File: config.mk
export PLATFORM = sky130hd
export DESIGN_NAME = aolp_port
export DESIGN_NICKNAME = d
export VERILOG_FILES = /design/src/hw/aolp_pkg.sv /design/src/hw/aolp_lat_if.sv /design/src/hw/aolp_pin_stage.sv /design/src/hw/aolp_port.sv
export SDC_FILE = /design/constraint.sdc
export NUM_CORES = 1
export LEC_CHECK = 0
export ABC_CLOCK_PERIOD_IN_PS = 4700
export BUFFER_PORTS_ARGS = -buffer_cell sky130_fd_sc_hd__buf_2
export CORE_MARGIN = 2
export CORE_UTILIZATION = 30
export CTS_CLUSTER_SIZE = 30
export DETAILED_ROUTE_END_ITERATION = 10
export GPL_TIMING_DRIVEN = 0
export HOLD_SLACK_MARGIN = 0.02
export PLACE_DENSITY = 0.52
export SYNTH_ARGS = -nofsm -noshare
export SYNTH_HDL_FRONTEND = slang
export SYNTH_SLANG_ARGS = --single-unit
File: constraint.sdc
create_clock -name core_clk -period 4.7 [get_ports core_clk]
set_input_delay 0.94 -clock core_clk [delete_from_list [all_inputs] [get_ports core_clk]]
set_output_delay 0.94 -clock core_clk [all_outputs]
set_load 0.02 [all_outputs]
File: src/hw/aolp_pkg.sv
// package for the angle output latch port: register map, field positions,
// reset values, state codes and timing counts.
// assumes a 20 MHz core clock and a 14-bit left-aligned tracking counter.
`default_nettype none

package aolp_pkg;

  // angle word and pins
  localparam int ANGLE_W = 14;
  localparam int BYTE_W = 8;
  localparam int LOW_REM_W = 6;

  // clock and timing
  localparam int CLK_PERIOD_NS = 50;
  localparam int BUSY_MAX_NS = 1000;
  localparam int HOLD_SETUP_NS = 1000;
  // longest time rounds down
  localparam int BUSY_CYC = BUSY_MAX_NS / CLK_PERIOD_NS;
  // least time rounds up
  localparam int HOLD_SETUP_CYC =
    (HOLD_SETUP_NS + CLK_PERIOD_NS - 1) / CLK_PERIOD_NS;
  localparam int TMR_W = 5;

  // register byte offsets
  localparam logic [11:0] OFS_CTRL = 12'h000;
  localparam logic [11:0] OFS_STATUS = 12'h004;
  localparam logic [11:0] OFS_LATCH = 12'h008;
  localparam logic [11:0] OFS_TRACK = 12'h00C;
  localparam logic [11:0] OFS_UPD_CNT = 12'h010;
  localparam logic [11:0] OFS_FRZ_CNT = 12'h014;

  // ctrl fields
  localparam int CTRL_RES14 = 0;
  localparam int CTRL_SW_HOLD = 1;
  localparam logic CTRL_RES14_RST = 1'b1;
  localparam logic CTRL_SW_HOLD_RST = 1'b0;

  // status fields; bits 4..6 are sticky, write one to clear
  localparam int ST_BUSY = 0;
  localparam int ST_FROZEN = 1;
  localparam int ST_DRIVING = 2;
  localparam int ST_SETTLED = 3;
  localparam int ST_TORN = 4;
  localparam int ST_MISSED = 5;
  localparam int ST_EARLY = 6;
  localparam int ST_BYTE_SEL = 7;

  localparam int CNT_W = 16;

  // latch control states
  typedef enum logic [2:0] {
    AOLP_FOLLOW = 3'b001,
    AOLP_FROZEN = 3'b010,
    AOLP_RELOAD = 3'b100
  } aolp_state_t;

endpackage : aolp_pkg

`default_nettype wire

File: src/hw/aolp_lat_if.sv
// carrier between the latch core and the pin output stage.
// assumes both ends run on the same core clock.
`default_nettype none

interface aolp_lat_if;
  logic [13:0] word;
  logic res14;
  logic byte_hi;
  logic drive_n;
  logic [13:0] pin_out;
  logic [13:0] pin_oe_n;

  modport core (
    output word,
    output res14,
    output byte_hi,
    output drive_n,
    input pin_out,
    input pin_oe_n
  );

  modport stage (
    input word,
    input res14,
    input byte_hi,
    input drive_n,
    output pin_out,
    output pin_oe_n
  );
endinterface : aolp_lat_if

`default_nettype wire

File: src/hw/aolp_pin_stage.sv
// pin output stage: byte steering, zero fill and three-state enables.
// pin index 0 is data line one (angle msb); index 13 is data line 14.
`default_nettype none

module aolp_pin_stage (
  // clock and reset
  input wire logic core_clk,
  input wire logic rst_n,
  // latch side
  aolp_lat_if.stage lat
);

  ////////////////////////////////////////////////////////////////////////////
  // one flop per pin keeps the pin data glitch free on byte changes
  for (genvar i = 0; i < aolp_pkg::ANGLE_W; i++) begin : g_pin
    logic next_bit;
    logic next_oe_n;

    // high half or full word, else the low remainder moved up, zero filled
    if (i < aolp_pkg::LOW_REM_W) begin : g_rem
      always_comb begin
        if (!lat.byte_hi) begin
          next_bit = lat.word[aolp_pkg::LOW_REM_W - 1 - i];
        end else begin
          next_bit = lat.word[aolp_pkg::ANGLE_W - 1 - i];
        end
      end
    end else if (i < aolp_pkg::BYTE_W) begin : g_fill
      always_comb begin
        if (!lat.byte_hi) begin
          next_bit = 1'b0;
        end else begin
          next_bit = lat.word[aolp_pkg::ANGLE_W - 1 - i];
        end
      end
    end else begin : g_full
      always_comb begin
        next_bit = lat.word[aolp_pkg::ANGLE_W - 1 - i];
      end
    end

    // 12-bit mode never drives the two lowest-weight lines
    if (i >= aolp_pkg::ANGLE_W - 2) begin : g_low2
      always_comb begin
        next_oe_n = lat.drive_n | ~lat.res14;
      end
    end else begin : g_up
      always_comb begin
        next_oe_n = lat.drive_n;
      end
    end

    // registered pin data and enable
    always_ff @(posedge core_clk) begin
      if (!rst_n) begin
        lat.pin_out[i] <= 1'b0;
        lat.pin_oe_n[i] <= 1'b1;
      end else begin
        lat.pin_out[i] <= next_bit;
        lat.pin_oe_n[i] <= next_oe_n;
      end
    end
  end

endmodule : aolp_pin_stage

`default_nettype wire

File: src/hw/aolp_port.sv
// angle output latch port: latch, busy flag, three-state data pins, apb.
// assumes the tracking counter gives a 14-bit angle and a step pulse,
// and that all pins are synchronous to core_clk.
//
// Local design decisions: the register addresses and register access over APB.
`default_nettype none

module aolp_port (
  // clock and reset
  input wire logic core_clk,
  input wire logic rst_n,
  // tracking counter
  input wire logic [13:0] trk_angle,
  input wire logic trk_step,
  // host control pins
  input wire logic hold_n,
  input wire logic out_en_n,
  input wire logic byte_half_select,
  // host data and busy pins
  output logic [13:0] data_out,
  output logic [13:0] data_oe_n,
  output logic busy,
  // apb slave
  input wire logic [11:0] paddr,
  input wire logic psel,
  input wire logic penable,
  input wire logic pwrite,
  input wire logic [31:0] pwdata,
  output logic [31:0] prdata,
  output logic pready,
  output logic pslverr
);

  ////////////////////////////////////////////////////////////////////////////
  // declarations
  aolp_lat_if lat ();
  aolp_pkg::aolp_state_t state;
  aolp_pkg::aolp_state_t next_state;
  logic res14;
  logic sw_hold;
  logic [13:0] latch_word;
  logic [13:0] trk_masked;
  logic [aolp_pkg::TMR_W-1:0] busy_tmr;
  logic [aolp_pkg::TMR_W-1:0] setup_tmr;
  logic settled;
  logic hold_act;
  logic torn;
  logic missed;
  logic early;
  logic [aolp_pkg::CNT_W-1:0] upd_cnt;
  logic [aolp_pkg::CNT_W-1:0] frz_cnt;
  logic acc_wait;
  logic wr_done;
  logic [7:0] status_bits;
  logic [31:0] next_rdata;
  logic next_err;
  logic hit;

  ////////////////////////////////////////////////////////////////////////////
  // angle word: bit 13 is the msb (180 degrees), each next bit half of it;
  // in 12-bit mode the two lowest-weight bits read as zero
  always_comb begin
    trk_masked = trk_angle;
    if (!res14) begin
      trk_masked[1:0] = 2'h0;
    end
  end

  // the pin hold and the software hold both freeze the latch
  assign hold_act = ~hold_n | sw_hold;

  ////////////////////////////////////////////////////////////////////////////
  // latch control state
  always_comb begin
    case (state)
      aolp_pkg::AOLP_FOLLOW: begin
        if (hold_act) begin
          next_state = aolp_pkg::AOLP_FROZEN;
        end else begin
          next_state = aolp_pkg::AOLP_FOLLOW;
        end
      end
      aolp_pkg::AOLP_FROZEN: begin
        if (hold_act) begin
          next_state = aolp_pkg::AOLP_FROZEN;
        end else begin
          next_state = aolp_pkg::AOLP_RELOAD;
        end
      end
      aolp_pkg::AOLP_RELOAD: begin
        if (hold_act) begin
          next_state = aolp_pkg::AOLP_FROZEN;
        end else begin
          next_state = aolp_pkg::AOLP_FOLLOW;
        end
      end
      default: begin
        next_state = aolp_pkg::AOLP_FOLLOW;
      end
    endcase
  end

  // state register
  always_ff @(posedge core_clk) begin
    if (!rst_n) begin
      state <= aolp_pkg::AOLP_FOLLOW;
    end else begin
      state <= next_state;
    end
  end

  ////////////////////////////////////////////////////////////////////////////
  // output latch: loads every cycle unless frozen; the reload state also
  // loads, so a word released by hold is never a stale one
  always_ff @(posedge core_clk) begin
    if (!rst_n) begin
      latch_word <= 14'h0000;
    end else if (state == aolp_pkg::AOLP_RELOAD) begin
      latch_word <= trk_masked;
    end else if (state == aolp_pkg::AOLP_FOLLOW && !hold_act) begin
      latch_word <= trk_masked;
    end
  end

  ////////////////////////////////////////////////////////////////////////////
  // busy: retriggered by each counter step, so a fast-turning shaft keeps
  // it high; it keeps pulsing while the latch is frozen
  always_ff @(posedge core_clk) begin
    if (!rst_n) begin
      busy_tmr <= '0;
    end else if (trk_step) begin
      busy_tmr <= aolp_pkg::TMR_W'(aolp_pkg::BUSY_CYC);
    end else if (busy_tmr != '0) begin
      busy_tmr <= busy_tmr - 1'b1;
    end
  end

  // busy pin registered, so it rises one edge before the pin data changes
  always_ff @(posedge core_clk) begin
    if (!rst_n) begin
      busy <= 1'b0;
    end else begin
      busy <= trk_step | (busy_tmr > 1);
    end
  end

  ////////////////////////////////////////////////////////////////////////////
  // hold setup timer: shows when a frozen word has stood long enough
  always_ff @(posedge core_clk) begin
    if (!rst_n) begin
      setup_tmr <= '0;
    end else if (!hold_act) begin
      setup_tmr <= '0;
    end else if (!settled) begin
      setup_tmr <= setup_tmr + 1'b1;
    end
  end

  assign settled = setup_tmr >= aolp_pkg::TMR_W'(aolp_pkg::HOLD_SETUP_CYC);

  ////////////////////////////////////////////////////////////////////////////
  // sticky diagnostics; a new event in the clearing cycle wins
  // torn: output driven in follow mode while busy, the read is suspect
  always_ff @(posedge core_clk) begin
    if (!rst_n) begin
      torn <= 1'b0;
    end else if (!out_en_n && !hold_act && busy) begin
      torn <= 1'b1;
    end else if (wr_done && paddr == aolp_pkg::OFS_STATUS &&
                 pwdata[aolp_pkg::ST_TORN]) begin
      torn <= 1'b0;
    end
  end

  // missed: counter stepped while the latch was frozen
  always_ff @(posedge core_clk) begin
    if (!rst_n) begin
      missed <= 1'b0;
    end else if (trk_step && state == aolp_pkg::AOLP_FROZEN) begin
      missed <= 1'b1;
    end else if (wr_done && paddr == aolp_pkg::OFS_STATUS &&
                 pwdata[aolp_pkg::ST_MISSED]) begin
      missed <= 1'b0;
    end
  end

  // early: output enabled under hold before the setup time ran out
  always_ff @(posedge core_clk) begin
    if (!rst_n) begin
      early <= 1'b0;
    end else if (!out_en_n && hold_act && !settled) begin
      early <= 1'b1;
    end else if (wr_done && paddr == aolp_pkg::OFS_STATUS &&
                 pwdata[aolp_pkg::ST_EARLY]) begin
      early <= 1'b0;
    end
  end

  ////////////////////////////////////////////////////////////////////////////
  // step counters, free running, wrap silently
  always_ff @(posedge core_clk) begin
    if (!rst_n) begin
      upd_cnt <= '0;
    end else if (trk_step) begin
      upd_cnt <= upd_cnt + 1'b1;
    end
  end

  // steps that arrived while the latch was frozen
  always_ff @(posedge core_clk) begin
    if (!rst_n) begin
      frz_cnt <= '0;
    end else if (trk_step && state == aolp_pkg::AOLP_FROZEN) begin
      frz_cnt <= frz_cnt + 1'b1;
    end
  end

  ////////////////////////////////////////////////////////////////////////////
  // pin stage: steering and enables are registered there
  assign lat.word = latch_word;
  assign lat.res14 = res14;
  assign lat.byte_hi = byte_half_select;
  assign lat.drive_n = out_en_n;

  aolp_pin_stage u_pins (
    .core_clk(core_clk),
    .rst_n(rst_n),
    .lat(lat.stage)
  );

  assign data_out = lat.pin_out;
  assign data_oe_n = lat.pin_oe_n;

  ////////////////////////////////////////////////////////////////////////////
  // apb: one wait state so read data comes from a flop
  always_ff @(posedge core_clk) begin
    if (!rst_n) begin
      acc_wait <= 1'b0;
    end else begin
      acc_wait <= psel & penable & ~acc_wait;
    end
  end

  assign pready = acc_wait;
  assign wr_done = psel & penable & acc_wait & pwrite;

  // control register; resolution and the software hold are the only settings, so keep it simple
  always_ff @(posedge core_clk) begin
    if (!rst_n) begin
      res14 <= aolp_pkg::CTRL_RES14_RST;
      sw_hold <= aolp_pkg::CTRL_SW_HOLD_RST;
    end else if (wr_done && paddr == aolp_pkg::OFS_CTRL) begin
      res14 <= pwdata[aolp_pkg::CTRL_RES14];
      sw_hold <= pwdata[aolp_pkg::CTRL_SW_HOLD];
    end
  end

  // status word
  always_comb begin
    status_bits = 8'h00;
    status_bits[aolp_pkg::ST_BUSY] = busy;
    status_bits[aolp_pkg::ST_FROZEN] = (state == aolp_pkg::AOLP_FROZEN);
    status_bits[aolp_pkg::ST_DRIVING] = ~out_en_n;
    status_bits[aolp_pkg::ST_SETTLED] = settled;
    status_bits[aolp_pkg::ST_TORN] = torn;
    status_bits[aolp_pkg::ST_MISSED] = missed;
    status_bits[aolp_pkg::ST_EARLY] = early;
    status_bits[aolp_pkg::ST_BYTE_SEL] = byte_half_select;
  end

  // address decode and read mux; unmapped offsets answer with an error
  always_comb begin
    next_rdata = 32'h0000_0000;
    hit = 1'b1;
    case (paddr)
      aolp_pkg::OFS_CTRL: begin
        next_rdata[aolp_pkg::CTRL_RES14] = res14;
        next_rdata[aolp_pkg::CTRL_SW_HOLD] = sw_hold;
      end
      aolp_pkg::OFS_STATUS: begin
        next_rdata[7:0] = status_bits;
      end
      aolp_pkg::OFS_LATCH: begin
        next_rdata[13:0] = latch_word;
      end
      aolp_pkg::OFS_TRACK: begin
        next_rdata[13:0] = trk_masked;
      end
      aolp_pkg::OFS_UPD_CNT: begin
        next_rdata[15:0] = upd_cnt;
      end
      aolp_pkg::OFS_FRZ_CNT: begin
        next_rdata[15:0] = frz_cnt;
      end
      default: begin
        hit = 1'b0;
      end
    endcase
    next_err = ~hit;
  end

  // read data and error captured in the first access cycle
  always_ff @(posedge core_clk) begin
    if (!rst_n) begin
      prdata <= 32'h0000_0000;
      pslverr <= 1'b0;
    end else if (psel && penable && !acc_wait) begin
      prdata <= pwrite ? 32'h0000_0000 : next_rdata;
      pslverr <= next_err;
    end else begin
      prdata <= 32'h0000_0000;
      pslverr <= 1'b0;
    end
  end

endmodule : aolp_port

`default_nettype wire

* After elaboration in Yosys (flattened, before gate mapping)
Cells that the tools add are included.
** Storage, ports and cells
- Register bits after elaboration :: 115
- Input port bits :: 67
- Logic and storage cells :: 117
** Operators by class
- Add/sub/neg operators :: 4
- $lt $le $gt $ge :: 2
- Equal/unequal tests :: 8
- Mux-type cells :: 25
- Bitwise logic cells :: 14
- Reduce and logical (&&, ||, !) cells :: 31
** Operators by type and width (count)
- adder 16 x 1 -> 16 bit, second input constant :: 2
- one-hot mux 6 bit (5 select lines) :: 1
- 2-to-1 mux 14 bit :: 2
- == test 12 x 4 -> 1 bit, second input constant :: 2
- == test 12 x 5 -> 1 bit, second input constant :: 2
- one-hot mux 6 bit (4 select lines) :: 1
- logical AND 1 bit :: 13
- 2-to-1 mux 1 bit :: 13
- == test 12 x 3 -> 1 bit, second input constant :: 1
- zero test 12 bit :: 1
- one-hot mux 2 bit (6 select lines) :: 1
- 2-to-1 mux 5 bit :: 2
- nonzero test 2 bit :: 5
- inverter 1 bit :: 7
- one-hot mux 3 bit (2 select lines) :: 1
- AND reduction 2 bit :: 3
- OR reduction 6 bit :: 1
- adder 5 x 1 -> 5 bit, second input constant :: 1
- >= comparator 5 bit, second input constant :: 1
- greater-than comparator 5 x 1 -> 1 bit, second input constant :: 1
- nonzero test 5 bit :: 1
- subtractor 5 x 1 -> 5 bit, second input constant :: 1
- AND 1 bit :: 4
- zero test 1 bit :: 4
- 9 further kinds :: 13

* Depth between registers and ports, before layout
- Word-level depth :: 7
- Depth in mapped cells :: 6
- Depth with buffers taken out :: 6

* By module
From an unflattened synthesis, not the netlist that was laid out.
** Second synthesis, totals
- Cell total of the unflattened synthesis :: 507
- Area, all modules :: 4744.6 um^2
** By module, submodules not included
- aolp_port :: times used 1, cells an instance 455, area an instance 4150.2 um^2, sequential area each 1661.6 um^2
- aolp_pin_stage :: times used 1, cells an instance 52, area an instance 594.3 um^2, sequential area each 320.3 um^2

* Worst setup path after synthesis
Ideal clock, no wire load.
- Path kind :: input-to-reg
- Start point :: input paddr[0]
- End point :: register res14 (netlist: lat.res14)
- Arrival :: 2.558 ns
- Required time :: 4.628 ns
- Slack :: 2.070 ns
- Cell stages on the path :: 5
- Buffers on the path :: 1
- Cells stage by stage :: or4_4 > or4_4 > buf_6 > nor4_4 > mux2i_1
** On the way
- Cells in the longest elaborated chain, start to end :: 2
** RTL lines
- start: declaration :: RTL line aolp_port.sv:24 : input wire logic [11:0] paddr,
- zero test 12 bit :: RTL line aolp_port.sv:252 : end else if (wr_done && paddr == aolp_pkg::OFS_CTRL) begin
- logical AND 1 bit :: RTL line aolp_port.sv:252
- end signal: assignment :: RTL line aolp_port.sv:250 : res14 <= aolp_pkg::CTRL_RES14_RST;
- end signal: assignment :: RTL line aolp_port.sv:253 : res14 <= pwdata[aolp_pkg::CTRL_RES14];
- end: declaration :: RTL line aolp_port.sv:39 : logic res14;
Every way passes these cells.
A chain may end at the register's enable or synchronous reset.

* Worst setup path after layout
- Start point :: input paddr[9]
- End point :: register prdata[9]
** On the way
- Cells in the longest elaborated chain, start to end :: 2
- Elaborated cells between the ends (all ways) :: 5
** RTL lines
- == test 12 x 5 -> 1 bit / == test 12 x 4 -> 1 bit (equally long branches) :: RTL line aolp_port.sv:275 : case (paddr)
- one-hot mux 6 bit (4 select lines) (*) :: RTL line aolp_port.sv:275
- end signal: assignment :: RTL line aolp_port.sv:308 : prdata <= pwrite ? 32'h0000_0000 : next_rdata;
- end: declaration :: RTL line aolp_port.sv:29 : output logic [31:0] prdata,
Every way passes the cells marked *; elsewhere a longest branch is shown, timed or not.

==> summary.md <==
| Metric | Value |
|---|---|
| EDFF count, synth | 0 |
| Internal Dissipation | 0.001321 W |
| Clock sinks | 99 |
| Clock Skew | 0.007113 ns |
| Maximum buffer depth of the clock tree | 2 |
| Tcrit/Tclk final | 59.84% |
| Htree depth | 3 |
| Clk network pwr share | 38.4% |
| Number of CTS-inserted buffers | 9 |
| Die height | 127.8 um |
| Crit-path max FO | 10 |
| DIE WIDTH | 127.8 um |
| CTS hold repair buffers | 0 |
| Initial DRC Count | 228 |
| DRT Wirelength | 12080 um |
| DP HPWL | 9426 um |
| CTS clk-pin slew, worst paths | 0.06 ns |
| Largest net degree at the start of global routing | 16 |
| Slew Limit Fails | 0 |
| Pwr Density | 317.5 mW/mm^2 |
| Post-route DRC | 0 |
| Area of the mapped netlist | 0.004601 sq mm |
| First-pass GRT wire length | 19000 um |
| Status | finished, final reports clean |
| Sequential area share after synthesis | 43.08% |
| Worst path required time | 4.95 ns |
| Sw Ratio | 25.49% |
| Max cap viols | 0 |
| Syn avg cell area | 9.056 sq um |
| Crit end category | register |
| Via Count | 3881 |
| Antenna Cells | 0 |
| Count of final setup violators | 0 |
| I/O pins | 130 |
| Area grow syn2layout | 21.35% |
| Post-route cell area | 0.005583 sq mm |
| Vias/cell | 4.791 |
| Area share of the largest cell type after synthesis | 43.08% |
| Synth area leaders | dfxtp_1, mux2i_1, nor2_1, buf_4, a21oi_1 |
| Routed wire per std cell | 14.92 um |
| Drt pass-1 iters | 5 |
| Hold Path Stages | 2 |
| Initial Util | 30.49% |
| Worst skew pair latency | 0.34 ns |
| CP arrival | 3.06 ns |
| Final Critical Period | 2.813 ns |
| Min-Delay Path Class | register to register |
| Max-slew headroom | 36.62% |
| Number of port buffers | 84 |
| Antenna Nets Post-Route | 0 |
| LEAKAGE | 2.279 nW |
| Nets | 691 |
| Cells after synthesis | 508 |
| Async set-reset flop share out of synthesis | 0% |
| Vias in the first global route | 3725 |
| Overflow after GRT | 0 |
| Total core area | 0.01509 sq mm |
| CTS tree | built |
| Worst r2r path cells | 5 |
| Combinational Power Share | 11.6% |
| Setup bufs post-CTS | 0 |
| Hold Vio Cnt, Final | 0 |
| Gr usage total | 14.96% |
| Main synth FF type | dfxtp_1 |
| RD Place Congestion | 0.8123 |
| Multi-input logic area | 0.002300 sq mm |
| Placed Area | 0.005313 sq mm |
| Max Freq | 355.5 MHz |
| CP startpoint kind | primary input |
| Number of fill cells | 1553 |
| Yosys cell types | 54 |
| Initial antenna violation count | 0 |
| Resize count post-CTS | 0 |
| Worst vdd ir | 152.2 uV |
| Largest area contributor in the netlist | dfxtp_1 |
| Root buffer cell | clkbuf_16 |
| Flops & latches, synth | 99 |
| Psw | 0.0004519 W |
| Reg power frac | 50.0% |
| Slew @ Worst Pin | 0.9429 ns |
| Final hold slack | 0.4855 ns |
| # rows | 45 |
| Layout cell share with drive strength beyond 1 | 23.95% |
| Post-Route Setup TNS | 0 ns |
| Crit Path Class | primary input to register |
| Die ar. | 0.01634 sq mm |
| Synth warn | 0 |
| Unrepaired setup endpoints after global routing | false |
| FF/Latch Area | 0.001982 sq mm |
[layer usage]
layer | wire [um] | global-route usage (%)
met1 | 5365 | 18.91
met2 | 5794 | 25.57
met3 | 667 | 1.962
met4 | 255 | 6.529
met5 | 0 | 0
[worst max-delay path: stages]
cell     delay [ns]
buf_2          0.09
or4_1          0.62
nor4_2         0.75
buf_4          0.32
nand3_1        0.10
a21oi_1        0.23
[final timing paths]
check              startpoint  slack, ns          end
setup / recovery     paddr[9]       1.89    prdata[9]
hold / removal    frz_cnt[14]       0.49  frz_cnt[14]
setup reg to reg     state[2]       2.56  lat.word[8]
hold reg to reg   frz_cnt[14]       0.49  frz_cnt[14]
[power by group through the flow]
stage | clock network, W | logic, W | registers [W]
after CTS | 0.000698 | 0.000207 | 0.000887
after global routing | 0.000735 | 0.000225 | 0.000890
after floorplan | 0 | 0.000135 | 0.000908
final | 0.000681 | 0.000205 | 0.000886
after detailed placement | 0 | 0.000205 | 0.000906
after global placement | 0 | 0.000203 | 0.000905
[layout by cell type, fill, tap and decap left out, drive strengths merged, types with 5 or more instances in the layout]
cell    count
nor2b      10
and2        7
ha          6
buf       126
o22ai       5
nand4       9
o21ai       7
or4         8
xor2       14
dfxtp      99
nor3        6
a21oi      29
nand2      23
and3        7
nor2       65
nand2b     11
inv        14
a32oi       7
conb       16
mux2        5
xnor2      10
or3         8
mux2i      37
nand3      26
clkbuf     22
[metrics by stage]
step,power [W],setup slack [ns],utilization [%],instances
final,0.001773,1.887,37.00,810
after global placement,0.001107,1.576,35.21,795
after CTS,0.001792,1.906,37.00,810
after global routing,0.001850,1.842,37.00,810
after detailed placement,0.001111,1.556,35.21,795
after floorplan,0.001043,2.070,-,523
[cell usage after synthesis, drive strengths merged (5+ instances only)]
master / number
a21oi: 29
a32oi: 7
and2: 7
and3: 7
buf: 42
clkbuf: 11
dfxtp: 99
ha: 6
inv: 14
mux2: 5
mux2i: 37
nand2: 23
nand2b: 11
nand3: 26
nand4: 9
nor2: 65
nor2b: 10
nor3: 6
o21ai: 7
o22ai: 5
or3: 8
or4: 8
xnor2: 10
xor2: 14
[logic make-up (layout without fill, tap and decap cells)]
family | Yosys count | in the layout | synth area share, %
other | 1 | 16 | 0.08151
flip-flops | 99 | 99 | 43.08
AND/OR/NAND/NOR | 197 | 197 | 22.93
XOR/XNOR | 24 | 24 | 4.569
buffers and inverters | 67 | 166 | 8.159
AO/OA/AOI/OAI | 71 | 71 | 9.791
multiplexers | 43 | 43 | 9.763
adder cells (fa/ha/maj) | 6 | 6 | 1.632
[registers in the layout, summed over array words and instances, names as in the netlist, 2 cells and up]
signal,cells
u_pins.lat.pin_oe_n,2
state,3
busy_tmr,5
upd_cnt,16
lat.word,14
frz_cnt,16
setup_tmr,5
u_pins.lat.pin_out,14
prdata,16
[layout make-up]
type                            instances  area share (%)
Multi-Input combinational cell        357           41.19
Sequential cell                        99           35.50
Clock inverter                          4          0.4931
Inverter                               14          0.9413
Clock buffer                           11           4.348
Timing Repair Buffer                   84           7.530
Buffer                                 53           5.782
Tap cell                              188           4.213
Power figures use the tool's default switching activity.
